--- config.mk ---
export PLATFORM = sky130hd
export DESIGN_NAME = cmced_top
export DESIGN_NICKNAME = d
export VERILOG_FILES = /design/src/cmced_pkg.sv /design/src/cmced_top.sv
export SDC_FILE = /design/constraint.sdc
export NUM_CORES = 1
export LEC_CHECK = 0
export BUFFER_PORTS_ARGS = -buffer_cell sky130_fd_sc_hd__buf_2
export CAP_MARGIN = 20
export CELL_PAD_IN_SITES_DETAIL_PLACEMENT = 1
export CELL_PAD_IN_SITES_GLOBAL_PLACEMENT = 1
export CORE_MARGIN = 5
export CORE_UTILIZATION = 50
export DETAILED_ROUTE_END_ITERATION = 6
export PLACE_DENSITY = 0.94
export SYNTH_ARGS = -nofsm -noshare
export SYNTH_HDL_FRONTEND = slang
export SYNTH_SLANG_ARGS = --single-unit
--- constraint.sdc ---
create_clock -name clk -period 8.4 [get_ports clk]
set_clock_uncertainty 0.15 [all_clocks]
set_input_delay 0.84 -clock clk [delete_from_list [all_inputs] [get_ports clk]]
set_output_delay 0.84 -clock clk [all_outputs]
set_load 0.03 [all_outputs]
--- src/cmced_pkg.sv ---
package cmced_pkg;

   // ************************************************************
   // CRC arithmetic
   // ************************************************************
   localparam logic [31:0] CMCED_CRC_POLY = 32'h04c11db7;
   localparam logic [31:0] CMCED_CRC_INIT = 32'hffffffff;

   // ************************************************************
   // Scan instruction
   // ************************************************************
   localparam int CMCED_IR_W = 10;
   localparam logic [9:0] CMCED_STORE_SCAN_INSTR = 10'h015;

   // ************************************************************
   // Reset values and stream word kinds
   // ************************************************************
   localparam logic [31:0] CMCED_RESULT_RST = 32'h00000000;
   localparam logic [31:0] CMCED_EXPECTED_RST = 32'h00000000;
   localparam logic [1:0] CMCED_KIND_DATA = 2'h0;
   localparam logic [1:0] CMCED_KIND_FRAME_CRC = 2'h1;
   localparam logic [1:0] CMCED_KIND_FINAL_CRC = 2'h2;

   typedef enum logic [1:0] {
      CMCED_CONFIG,
      CMCED_CONFIG_ERROR,
      CMCED_USER_IDLE,
      CMCED_USER_CHECK
   } cmced_state_t;

endpackage

--- src/cmced_top.sv ---
`timescale 1ns/1ps
// Notes on behaviour
// During configuration each received frame's CRC is computed and checked against the frame CRC word, stopping on a mismatch.
// At the end of configuration the precomputed CRC from the stream is loaded into the 32-bit expected-value register.
// In user mode the CRC of the configuration cell memory is recomputed pass after pass and compared with the expected value.
// User-mode checking never stops until reset, including a low level on reconfig_request_n.
// The CRC is one 32-bit calculation using the IEEE 802 32-bit generator polynomial.
// crc_fault_flag is 0 for an all-zero signature and 1 for a non-zero one.
// Two 32-bit registers hold the check result and the expected value, and the flag follows the check result.
// The expected value is fed into the compute-and-compare step at the end of every pass.
// While the store scan instruction is active the expected-value register is a 32-bit scan chain from tdi to tdo.
// Scanning the expected-value register does not pause checking or user logic.
// After a fault the outside system either ignores it or pulses reconfig_request_n low.
// The store scan instruction uses the 10-bit code 00 0001 0101.
// A raised flag stays high through the next pass and drops only after a clean pass.
// With detection enabled, checking starts by itself on entering user mode.
// The check result updates only at the end of each full pass, so the flag changes at most once per pass.
module cmced_top #(
   parameter int NUM_WORDS = 64
) (
   input wire logic clk,
   input wire logic rst,
   input wire logic reconfig_request_n,
   input wire logic edc_enable,
   input wire logic cfg_valid,
   input wire logic [1:0] cfg_kind,
   input wire logic [31:0] cfg_word,
   output logic [$clog2(NUM_WORDS)-1:0] cell_addr,
   output logic cell_rd_en,
   input wire logic [31:0] cell_data,
   input wire logic [cmced_pkg::CMCED_IR_W-1:0] jtag_ir,
   input wire logic jtag_shift_dr,
   input wire logic jtag_tdi,
   output logic jtag_tdo,
   output logic config_done,
   output logic config_error,
   output logic crc_fault_flag,
   output logic [31:0] crc_check_result,
   output logic [31:0] crc_expected_value
);
   import cmced_pkg::*;

   localparam int AW = $clog2(NUM_WORDS);
   localparam logic [AW-1:0] LAST_ADDR = AW'(NUM_WORDS - 1);

   typedef struct packed {
      cmced_state_t state;
      logic [31:0] crc;
      logic [31:0] result;
      logic [31:0] expected;
      logic [AW-1:0] addr;
      logic rd_valid;
      logic rd_last;
      logic rd_en;
      logic done;
      logic error;
      logic fault;
   } cmced_regs_t;

   cmced_regs_t s_q;
   cmced_regs_t s_d;
   logic hold_rst;
   logic scan_sel;

   // ************************************************************
   // CRC step
   // ************************************************************

   // Folds one 32-bit word into the running CRC, most significant bit first.
   function automatic logic [31:0] cmced_crc_word(input logic [31:0] crc, input logic [31:0] d);
      logic [31:0] c;
      logic fb;
      c = crc;
      fb = 1'b0;
      for (int i = 31; i >= 0; i--) begin
         fb = c[31] ^ d[i];
         c = {c[30:0], 1'b0};
         if (fb) begin
            c = c ^ CMCED_CRC_POLY;
         end
      end
      return c;
   endfunction

   // Reset is either the system reset or a reconfiguration request.
   // reconfig reset
   assign hold_rst = rst | ~reconfig_request_n;
   // instruction decode
   assign scan_sel = (jtag_ir == CMCED_STORE_SCAN_INSTR) & jtag_shift_dr;

   // ************************************************************
   // Next-state logic
   // ************************************************************

   // Computes the next copy of all state from the current one and the inputs.
   always_comb begin
      logic [31:0] c;
      c = 32'h00000000;
      s_d = s_q;
      s_d.rd_valid = 1'b0;
      s_d.rd_last = 1'b0;
      unique case (s_q.state)
         CMCED_CONFIG: begin
            if (cfg_valid) begin
               if (cfg_kind == CMCED_KIND_DATA) begin
                  // word CRC
                  s_d.crc = cmced_crc_word(s_q.crc, cfg_word);
               end else if (cfg_kind == CMCED_KIND_FRAME_CRC) begin
                  // frame check
                  if (s_q.crc != cfg_word) begin
                     s_d.error = 1'b1;
                     s_d.state = CMCED_CONFIG_ERROR;
                  end
                  s_d.crc = CMCED_CRC_INIT;
               end else if (cfg_kind == CMCED_KIND_FINAL_CRC) begin
                  // store precomputed CRC
                  s_d.expected = cfg_word;
                  s_d.done = 1'b1;
                  s_d.crc = CMCED_CRC_INIT;
                  s_d.addr = '0;
                  // auto start
                  s_d.state = edc_enable ? CMCED_USER_CHECK : CMCED_USER_IDLE;
               end
            end
         end
         CMCED_CONFIG_ERROR: begin
            s_d.state = CMCED_CONFIG_ERROR;
         end
         CMCED_USER_IDLE: begin
            if (edc_enable) begin
               s_d.state = CMCED_USER_CHECK;
            end
         end
         CMCED_USER_CHECK: begin
            // continuous passes
            s_d.addr = (s_q.addr == LAST_ADDR) ? '0 : s_q.addr + AW'(1);
            s_d.rd_valid = 1'b1;
            s_d.rd_last = (s_q.addr == LAST_ADDR);
            if (s_q.rd_valid) begin
               c = cmced_crc_word(s_q.crc, cell_data);
               if (s_q.rd_last) begin
                  // compare with stored value
                  // update at pass end
                  s_d.result = c ^ s_q.expected;
                  // fault from signature
                  // flag held per pass
                  s_d.fault = |(c ^ s_q.expected);
                  s_d.crc = CMCED_CRC_INIT;
               end else begin
                  s_d.crc = c;
               end
            end
         end
      endcase
      // Scanning overrides the stored value but never stalls checking.
      // scan chain shift
      // no halt
      if (scan_sel) begin
         s_d.expected = {jtag_tdi, s_q.expected[31:1]};
      end
      // Read enable follows the next state, so the pin comes from its own flop.
      s_d.rd_en = (s_d.state == CMCED_USER_CHECK);
   end

   // ************************************************************
   // State register
   // ************************************************************

   // Registers the state copy; reset clears it except the running CRC, which is loaded with CMCED_CRC_INIT.
   always_ff @(posedge clk) begin
      if (hold_rst) begin
         s_q.state <= CMCED_CONFIG;
         s_q.crc <= CMCED_CRC_INIT;
         s_q.result <= CMCED_RESULT_RST;
         s_q.expected <= CMCED_EXPECTED_RST;
         s_q.addr <= '0;
         s_q.rd_valid <= 1'b0;
         s_q.rd_last <= 1'b0;
         s_q.rd_en <= 1'b0;
         s_q.done <= 1'b0;
         s_q.error <= 1'b0;
         s_q.fault <= 1'b0;
      end else begin
         s_q <= s_d;
      end
   end

   // Outputs are taken straight from the state flops.
   // two registers
   assign cell_addr = s_q.addr;
   assign cell_rd_en = s_q.rd_en;
   assign jtag_tdo = s_q.expected[0];
   assign config_done = s_q.done;
   assign config_error = s_q.error;
   assign crc_fault_flag = s_q.fault;
   assign crc_check_result = s_q.result;
   assign crc_expected_value = s_q.expected;

   // ************************************************************
   // Assertions
   // ************************************************************

   // flag matches signature
   flag_vs_result_a: assert property (@(posedge clk) disable iff (hold_rst)
      crc_fault_flag == (crc_check_result != 32'h00000000))
      else $error("fault flag disagrees with check result");

   // update only at pass end
   result_pass_end_a: assert property (@(posedge clk) disable iff (hold_rst)
      (!$past(hold_rst) && $changed(crc_check_result)) |-> $past(s_q.rd_last) && $past(s_q.rd_valid))
      else $error("check result changed outside pass end");

   // scan shift
   scan_shift_a: assert property (@(posedge clk) disable iff (hold_rst)
      ($past(scan_sel) && !$past(hold_rst)) |-> crc_expected_value == {$past(jtag_tdi), $past(crc_expected_value[31:1])})
      else $error("scan chain did not shift");

   // frame mismatch stops
   frame_mismatch_a: assert property (@(posedge clk) disable iff (hold_rst)
      (s_q.state == CMCED_CONFIG && cfg_valid && cfg_kind == CMCED_KIND_FRAME_CRC && s_q.crc != cfg_word)
      |=> config_error && s_q.state == CMCED_CONFIG_ERROR)
      else $error("frame CRC mismatch not flagged");

   // final CRC stored
   final_store_a: assert property (@(posedge clk) disable iff (hold_rst)
      (s_q.state == CMCED_CONFIG && cfg_valid && cfg_kind == CMCED_KIND_FINAL_CRC && !scan_sel)
      |=> config_done && crc_expected_value == $past(cfg_word))
      else $error("precomputed CRC not stored at end of configuration");

   // auto start
   auto_start_a: assert property (@(posedge clk) disable iff (hold_rst)
      (s_q.state == CMCED_USER_IDLE && edc_enable) |=> cell_rd_en)
      else $error("checking did not start with detection enabled");

   // checking never stops
   keep_checking_a: assert property (@(posedge clk) disable iff (hold_rst)
      cell_rd_en |=> cell_rd_en)
      else $error("user-mode checking stopped");

   // address walks the memory
   addr_walk_a: assert property (@(posedge clk) disable iff (hold_rst)
      (cell_rd_en && cell_addr != LAST_ADDR) |=> cell_addr == $past(cell_addr) + AW'(1))
      else $error("cell address did not advance");

   // scan does not stall the walk
   scan_no_halt_a: assert property (@(posedge clk) disable iff (hold_rst)
      (cell_rd_en && scan_sel) |=> s_q.rd_valid)
      else $error("scan stalled checking");

endmodule // cmced_top

; ---- Word-level counts from Yosys, hierarchy flattened
; Index checks and enable logic that the tools add are counted.
[totals]
reg_bits = 110
inputBits = 83
[op_classes]
n_addsub = 1
n_eq_ne = 17
mux = 243
bitwise = 134
reduce_logical = 14
[ops]
columns = op, count
row1 = $mux 32, 162
row2 = $mux 27, 64
row3 = $not 14->14, 63
row4 = $mux 38, 4
row5 = $mux 34, 3
row6 = $mux 64, 1
row7 = $pmux 32 s2, 1
row8 = $xor 1x1->1, 64
row9 = $ne 32x32->1, 1
row10 = $reduce_or 32->1, 1
row11 = $xor 32x32->32, 1
row12 = $reduce_and 5->1, 4
row13 = $ne 2x2->1 const B, 7
row14 = $pmux 6 s2, 1
row15 = $eq 10x5->1 const B, 1
row16 = $eq 2x2->1 const B, 4
row17 = $mux 2, 4
row18 = $reduce_bool 2->1, 4
row19 = $add 6x1->6 const B, 1
row20 = $eq 6x6->1 const B, 1
row21 = $mux 6, 1
row22 = $pmux 2 s3, 1
row23 = $eq 2x1->1 const B, 2
row24 = $logic_not 2->1, 2
row25 = other kinds (8), 11

; ---- Longest topological paths before layout
; Gate-level depths: netlist of run 1.
[logic_depth]
ltp_word = 161
mapped_depth = 14

; ---- Worst setup path after synthesis of run 1
; OpenSTA, ideal clock, no wires.
[synth_timing]
path_kind = input -> register
from = in cell_data[22]
to = reg s_q (netlist bit crc_fault_flag)
setup_time_ns = 0.128
t_arrival_ns = 4.658
t_required_ns = 8.122
slack_ns = 3.464
cell_stages = 12
path_buffers = 0
cell_sequence = xnor2_1 -> xor3_1 -> xnor2_1 -> xnor3_1 -> xnor2_1 -> xnor3_2 -> xnor2_2 -> xor2_1 -> nor4b_2 -> nand4_1 -> nor4_1 -> a31oi_1
[synth_between]
elab_chain_len = 83
elab_cells_between_ends = 105
classes_between = mux: 69 / bitwise: 35 / reduce/logical: 1
[synth_lines]
columns = element, line
row1 = "start, declared", cmced_top.sv:30  ; input wire logic [31:0] cell_data,
row2 = $xor 1x1->1 *, cmced_top.sv:76  ; fb = c[31] ^ d[i];
row3 = $mux 27 *, cmced_top.sv:78  ; if (fb) begin
row4 = $mux 32 *, cmced_top.sv:139  ; if (s_q.rd_valid) begin
row5 = $mux 32 *, cmced_top.sv:102  ; unique case (s_q.state)
row6 = $not 14->14 (no source line), -
row7 = $mux 27, cmced_top.sv:78
row8 = $mux 32 *, cmced_top.sv:139
row9 = $mux 32 *, cmced_top.sv:102
row10 = [... 67 more ...], -
row11 = $mux 32 *, cmced_top.sv:139
row12 = $mux 32 *, cmced_top.sv:102
row13 = $not 14->14 (no source line), -
row14 = $mux 27, cmced_top.sv:78
row15 = $mux 32 *, cmced_top.sv:139
row16 = $mux 32 *, cmced_top.sv:102
row17 = $xor 32x32->32 *, cmced_top.sv:147  ; s_d.fault = |(c ^ s_q.expected);
row18 = $reduce_or 32->1 *, cmced_top.sv:147
row19 = "end, declared", cmced_top.sv:60  ; cmced_regs_t s_q;
; Every way passes the cells marked *; elsewhere a longest branch is shown, timed or not. The select of a mux whose other input is x is not followed.
; A chain may end at the register's enable or synchronous reset.

; ---- Final worst setup path of run 1
[layout_timing]
from = in cell_data[24]
to = reg s_q (netlist bit crc_fault_flag)
[layout_between]
elab_chain_len = 90
elab_cells_between_ends = 114
classes_between = mux: 75 / bitwise: 38 / reduce/logical: 1
[layout_lines]
columns = element, line
row1 = $xor 1x1->1 *, cmced_top.sv:76
row2 = $mux 27 *, cmced_top.sv:78
row3 = $mux 32 *, cmced_top.sv:139
row4 = $mux 32 *, cmced_top.sv:102
row5 = $not 14->14 (no source line), -
row6 = $mux 27, cmced_top.sv:78
row7 = $mux 32 *, cmced_top.sv:139
row8 = $mux 32 *, cmced_top.sv:102
row9 = [... 74 more ...], -
row10 = $mux 27, cmced_top.sv:78
row11 = $mux 32 *, cmced_top.sv:139
row12 = $mux 32 *, cmced_top.sv:102
row13 = $mux 27, cmced_top.sv:78
row14 = $mux 32 *, cmced_top.sv:139
row15 = $mux 32 *, cmced_top.sv:102
row16 = $xor 32x32->32 *, cmced_top.sv:147
row17 = $reduce_or 32->1 *, cmced_top.sv:147
; Marks and branches as above.

==> impl_results.md, run 1 <==
* Status: finished, final reports clean
* Achievable Freq at 170 MHz
* Mapped Area at 12200 sq um
* # IOs at ~160
* Clock tree from TritonCTS: yes
* Final setup fails at 0
* Final hold violations at 0
* Total GRT Usage at 31.6%
* Routed WL at 45200 microns
* Avg WL per Cell at around 26 microns
* Mapped Cells at 1332
* H-tree Lvls at 3
* Die H at 166 microns
* CTS Sinks at 110
* Port-buffer cells at 157
* Antenna-violating nets left at 0
* Highest metal used: met5
* Worst-case reg-to-reg path depth at 12
* CP Max Fanout at 12
* Post-synth top flop: dfxtp_1
* Synth top area cells: xnor2_1 26%, dfxtp_1 18%, xnor3_1 12%
* Routed wl met3 at roughly 3800 microns
* Clock transition at path regs at 80 ps
* Die area at 27700 sq um
* WS Path Type: in -> reg
* Yosys warnings at 0
* Arr. time, crit path at 5970 ps
* Post-CTS setup repair buffer count at 0
* Reg-to-reg endpoint: crc_fault_flag$_SDFFE_PP0P_
* EDFF count, synth at 0
* Min-delay src: config_done$_SDFFE_PP0P_
* Filler cells at 2796
* Slew margin rel. at 33.7%
* Actual slew at the worst max-slew pin at between 900 and 1000 ps
* Setup WS post-layout at between 2000 and 3000 ps
* Root buffer cell: clkbuf_16
* DRC at 0
* Most common cell after layout, fill and taps aside: xnor2_1
* Slew Viols, Final at 0
* DR WL met2 at around 21000 microns
* Initial Utilization at between 50 and 60%
* Most frequent cells in the layout: 358 x xnor2_1, 157 x buf_2, 127 x nand2_1
* FFs w/ async S/R, synth at 0%
* Max-cap viol count at 0
* GP Congestion at 1.02
* Gr ovfl total at 0
* Global-route wire length before repair at 67000 microns
* Initial antenna violation count at 1
* Pin count of the biggest net entering global routing at 75
* Yosys reg bits at 110
* CP required at 8490 ps
* Largest area contributor in the netlist: xnor2_1
* Startpoint class of the critical path: input pin
* DRT Pass-1 Iters at 5
* Total negative setup slack at 0 ps
* Worst skew pair latency at 360 ps
* Vias in the first global route at 10.6k
* Netlist cell types at between 50 and 60
* Post-CTS sizing at 0
* Hold WS at between 300 and 400 ps
* Layout cells sized above 1 at 17.0%
* Crit path capture type: register
* Share of the synthesized area in the top cell type at 25.6%
* DIE WIDTH at 166 microns
* Reg-to-reg setup timing slack at 2620 ps
* Vias per cell at 5.91
* Hold Path Class: reg -> reg
* Area grow syn2layout at 7.39%
* Worst flop-to-flop path startpoint: s_q[100]$_SDFFE_PP1P_
* Multi-input logic area at ~9300 sq um
* Detailed Place HPWL at roughly 37000 microns
* RSZ-0062 raised after global routing: no
* Worst setup path end: crc_fault_flag$_SDFFE_PP0P_
* Crit path launch: cell_data[24]
* Met1 wire length at 17400 microns
* Cts bufs inserted at 9
* Final Cycle Share at between 60% and 70%
* CTS Buffer Depth at 2
* Reg area at about 2200 sq um
* First DRT Iteration DRCs at a little under 1k
* Row cnt at 57
* # nets final at around 1.5k
* Area of the core at 24200 sq um
* Pre-CTS WS at 2400 ps
* Register area share after synthesis at 18.0%
* Mean Syn Cell Area at 9.19 sq um
* Post-CTS Hold Buffers at 0
* Finished Core Util at a little over half
* Fin crit period at 5880 ps
* Syn nets at 1426
* Detailed-route via count at 10.1k
[cell families (layout without fill, tap and decap cells)]
family | Yosys count | count (layout) | share of synthesized area [%]
buffers and inverters | 137 | 196 | 6.38
other | 0 | 1 | 0
XOR/XNOR | 590 | 590 | 54.4
flip-flops | 110 | 110 | 18.0
multiplexers | 4 | 4 | 0.337
AND/OR/NAND/NOR | 295 | 295 | 10.5
adder cells (fa/ha/maj) | 11 | 11 | 1.12
AO/OA/AOI/OAI | 185 | 185 | 9.29
[sequential cells by signal, summed over array words and instances, names as in the netlist]
name / count
crc_fault_flag: 1
cell_rd_en: 1
s_q: 36
config_done: 1
cell_addr: 6
crc_expected_value: 32
crc_check_result: 32
config_error: 1
[Yosys cell counts (2+ instances only)]
library cell and instances:
xnor2_1 358, inv_1 9, nand4_1 8, xnor3_2 6, and3_1 2, xnor2_4 2, clkbuf_1 53, a22oi_1 3
mux2i_1 3, nand2_1 127, a211oi_1 3, a311oi_1 32, nor3b_1 2, nor3_1 8, xnor3_1 64, nor2_1 83
xnor2_2 24, buf_2 3, o21ai_0 30, xor3_1 13, buf_4 70, o31ai_1 4, a21oi_1 77, ha_1 11
a221oi_1 2, nand2b_1 9, a21o_1 2, o21ai_1 3, a31oi_1 2, xor2_2 9, o22ai_1 19, o211ai_1 3
o32a_1 2, xor2_1 112, dfxtp_1 110, and2_1 2, nand3_1 42, nor4_1 3
[how the worst min path moves through the flow]
stage                                        end  slack [ps]  cells after the start
2_1_floorplan   crc_check_result[0]$_SDFFE_PP0P_         280                      2
3_3_place_gp            config_done$_SDFFE_PP0P_         290                      2
6_report                config_done$_SDFFE_PP0P_         300                      2
5_1_grt        crc_check_result[14]$_SDFFE_PP0P_         320                      2
4_1_cts        crc_check_result[14]$_SDFFE_PP0P_         310                      2
3_5_place_dp            config_done$_SDFFE_PP0P_         300                      2
[through the flow]
step,cell area [sq um],cells
2_1_floorplan,12200,1332
3_3_place_gp,12800,1698
3_5_place_dp,12800,1699
4_1_cts,13100,1715
5_1_grt,13100,1715
6_report,13100,1716
[cell type report]
cell class	count	share of cell area (%)
Multi-Input combinational cell	1085	70.7
Sequential cell	110	16.8
Timing Repair Buffer	170	6.87
Tap cell	324	3.08
Clock buffer	10	1.74
Clock inverter	6	0.571
Inverter	10	0.286
Antenna cell	1	0.0190
[worst max-delay path: stages]
cell     delay [ps]
buf_2           110
xnor2_1         760
xor2_1          490
xnor2_2         240
xnor2_2         560
xnor3_1         890
xnor3_1         540
xnor2_1         430
o21ai_0         130
nor4_1          470
nand4_1         170
nor4_1          210
a31oi_1         110
[metal layers]
| metal | GRT usage, % | up-vias |
|---|---|---|
| met4 | 16.3 | 2 |
| li1 | - | 4482 |
| met2 | 52.4 | 564 |
| met3 | 4.72 | 126 |
| met1 | 40.1 | 4967 |
| met5 | 0 | - |
Power of run 1 is left out: the tool's default activity adds up to more than one toggle a clock period on the data nets, which glitch-free logic cannot reach.
==> inputs of run 2 (changes only) <==
ABC_AREA = 1   (was default)
CORE_UTILIZATION = 38   (was 50)
PLACE_DENSITY = 0.86   (was 0.94)
clock period = 5.1 ns   (was 8.4 ns; I/O delays follow)
==> impl_results.md, run 2 <==
* Initial Utilization at 38.4% (was 50.6%)
* Root buffer cell: clkbuf_16 (unchanged)
* Fin crit period at 4850 ps
* Hold Path Class: in -> reg (was reg -> reg)
* Gr ovfl total at 0 (unchanged)
* First DRT Iteration DRCs at 1399 (was 995)
* Crit path launch: s_q[106]$_SDFFE_PP1P_ (was cell_data[24])
* Most frequent cells after synthesis: 1176 x nand2_1, 346 x nand3_1, 283 x inv_1, 168 x xor2_1, 110 x dfxtp_1 (was 358 x xnor2_1, 127 x nand2_1, 112 x xor2_1, 110 x dfxtp_1, 83 x nor2_1)
* # nets final at 2960 (was 1480)
* CP dominant cell by count: nand2_1
* Layout Cells excl Fill at 3396 (was 1716)
* DRT Pass-1 Iters at 5 (unchanged)
* Netlist cell types at 44 (was 55)
* Most frequent cells in the layout: 1167 x nand2_1, 344 x nand3_1, 281 x inv_1 (was 358 x xnor2_1, 157 x buf_2, 127 x nand2_1)
* GP Congestion at 0.993 (was 1.02)
* Cts bufs inserted at 9 (unchanged)
* DRC at 0 (unchanged)
* Crit-path max cell delay at 370 ps (was 890 ps)
* EDFF count, synth at 0 (unchanged)
* Arr. time, crit path at 4980 ps (was 5970 ps)
* Detailed Place HPWL at 60200 microns (was 37100 microns)
* Vias per cell at 5.51 (was 5.91)
* Synth top area cells: nand2_1 29%, dfxtp_1 14%, nand3_1 11% (was xnor2_1 26%, dfxtp_1 18%, xnor3_1 12%)
* Global-route wire length before repair at 107000 microns (was 67000 microns)
* H-tree Lvls at 3 (unchanged)
* Worst skew pair latency at 370 ps (was 360 ps)
* Actual slew at the worst max-slew pin at 952 ps (was 987 ps)
* Status: finished, final reports clean (unchanged)
* Largest area contributor in the netlist: nand2_1 (was xnor2_1)
* Antenna-violating nets left at 0 (unchanged)
* Register area share after synthesis at 14.4% (was 18.0%)
* Detailed-route via count at 18.7k (was 10.1k)
* Min-delay src: jtag_tdi (was config_done$_SDFFE_PP0P_)
* Syn nets at 2852 (was 1426)
* Yosys warnings at 0 (unchanged)
* WS Path Type: reg -> reg (was in -> reg)
* Worst flop-to-flop path startpoint: s_q[106]$_SDFFE_PP1P_ (was s_q[100]$_SDFFE_PP1P_)
* Pin count of the biggest net entering global routing at 65 (was 75)
* CP required at 5220 ps (was 8490 ps)
* Achievable Freq at about 200 MHz
* Mapped Area at 15300 sq um (was 12200 sq um)
* DP Cell Count at 3378 (was 1699)
* Post-CTS Hold Buffers at 0 (unchanged)
* Startpoint class of the critical path: register (was input pin)
* Routed WL at 71100 microns (was 45200 microns)
* Layout cells sized above 1 at 12.4% (was 17.0%)
* FFs w/ async S/R, synth at 0% (unchanged)
* DIE WIDTH at 210 microns (was 166 microns)
* Hold WS at 338 ps (was 303 ps)
* CP Max Fanout at 7 (was 12)
* Reg with most FFs: s_q (unchanged)
* Final Cycle Share at 95.2%
* Initial antenna violation count at 1 (unchanged)
* Port-buffer cells at 157 (unchanged)
* Slowest cell on crit path: dfxtp_1 (was xnor3_1)
* Top-count cell post-synth: nand2_1 (was xnor2_1)
* Setup WS post-layout at 245 ps (was 2520 ps)
* # IOs at 158 (unchanged)
* Post-synth top flop: dfxtp_1 (unchanged)
* CTS Buffer Depth at 2 (unchanged)
* Cell family contributing the most delay on the critical path: simple AND/OR/NAND/NOR gates (was XOR/XNOR gates)
* Pre-CTS WS at -116 ps (was 2400 ps)
* Yosys reg bits at 110 (unchanged)
* Final hold violations at 0 (unchanged)
* Vias in the first global route at 18.9k (was 10.6k)
* Clock tree from TritonCTS: yes (unchanged)
* Row cnt at 73 (was 57)
* Clock transition at path regs at 90 ps (was 80 ps)
* Slew Viols, Final at 0 (unchanged)
* Die H at 210 microns (was 166 microns)
* Die area at 44300 sq um (was 27700 sq um)
* Share of the synthesized area in the top cell type at 28.9% (was 25.6%)
* Avg WL per Cell at 20.9 microns (was 26.3 microns)
* Critical path buffers and inverters at 3 (was 1)
* Final setup fails at 0 (unchanged)
* Most common cell after layout, fill and taps aside: nand2_1 (was xnor2_1)
* Crit path capture type: register (unchanged)
* Number of diodes at 0 (was 1)
* Area grow syn2layout at 10.3% (was 7.39%)
* Slew margin rel. at 36.5% (was 33.7%)
* Mean Syn Cell Area at 5.53 sq um (was 9.19 sq um)
* Largest register FFs at 36 (unchanged)
* Max-cap viol count at 0 (unchanged)
* Mapped Cells at 2758 (was 1332)
* Area of the core at 39700 sq um (was 24200 sq um)
* RSZ-0062 raised after global routing: yes (was no)
* Total GRT Usage at 30.8% (was 31.6%)
* CTS Sinks at 110 (unchanged)
* Total negative setup slack at 0 ps (unchanged)
-- run 2: cell families after synthesis --
group           count (synthesis)  synth area share (%)
simple gates                 1756                  48.3
compound gates                184                  7.63
fa+ha+maj                      11                 0.902
buf+inv                       432                  12.6
xor+xnor                      265                  16.1
flops                         110                  14.4
-- run 2: area by class of cell --
| cell class | count | area [sq um] |
|---|---|---|
| clock buffers | 9 | 225 |
| clock inverters | 7 | 73.8 |
| fillers | 5744 | 22900 |
| inverters | 303 | 1140 |
| multi-input cells | 2216 | 11200 |
| flip-flops and latches | 110 | 2200 |
| well taps | 525 | 657 |
| repair buffers | 226 | 1300 |
-- run 2: repair_timing --
item | 4_1_cts | 5_1_grt
pin swaps | 0 | 1
setup buffers | 0 | 2
gates resized for setup | 1 | 19
setup endpoints to repair | 1 | 29
-- run 2: per-layer routing --
layer	global-route usage (%)	vias to the layer above	wire length (microns)
met4	14.5	0	3980
met5	0	-	0
li1	-	8834	-
met2	53.6	622	33800
met1	38.1	9073	29300
met3	3.33	193	4090
-- run 2: metrics by stage --
stage | area (sq um) | util [%]
after global placement | 16400 | 41.4
after detailed placement | 16400 | 41.4
after floorplan | 15300 | -
after global routing | 16800 | 42.4
after CTS | 16700 | 42.1
final | 16800 | 42.4
-- run 2: tightest hold or removal path: cells and delay by family --
family	cells	cell delay, ps
AOI/OAI and AO/OA	1	90
buffers and inverters	1	130
and+or+nand+nor	1	90
-- run 2: path summary, 6_finish.rpt --
kind / cells past startpoint / slack (ps) / to
max: 32 / 250 / crc_fault_flag$_SDFFE_PP0P_
min: 3 / 340 / crc_expected_value[31]$_SDFFE_PP0P_
max reg2reg: 32 / 250 / crc_fault_flag$_SDFFE_PP0P_
min reg2reg: 2 / 360 / crc_check_result[28]$_SDFFE_PP0P_
Power of run 2 is left out for the same reason.
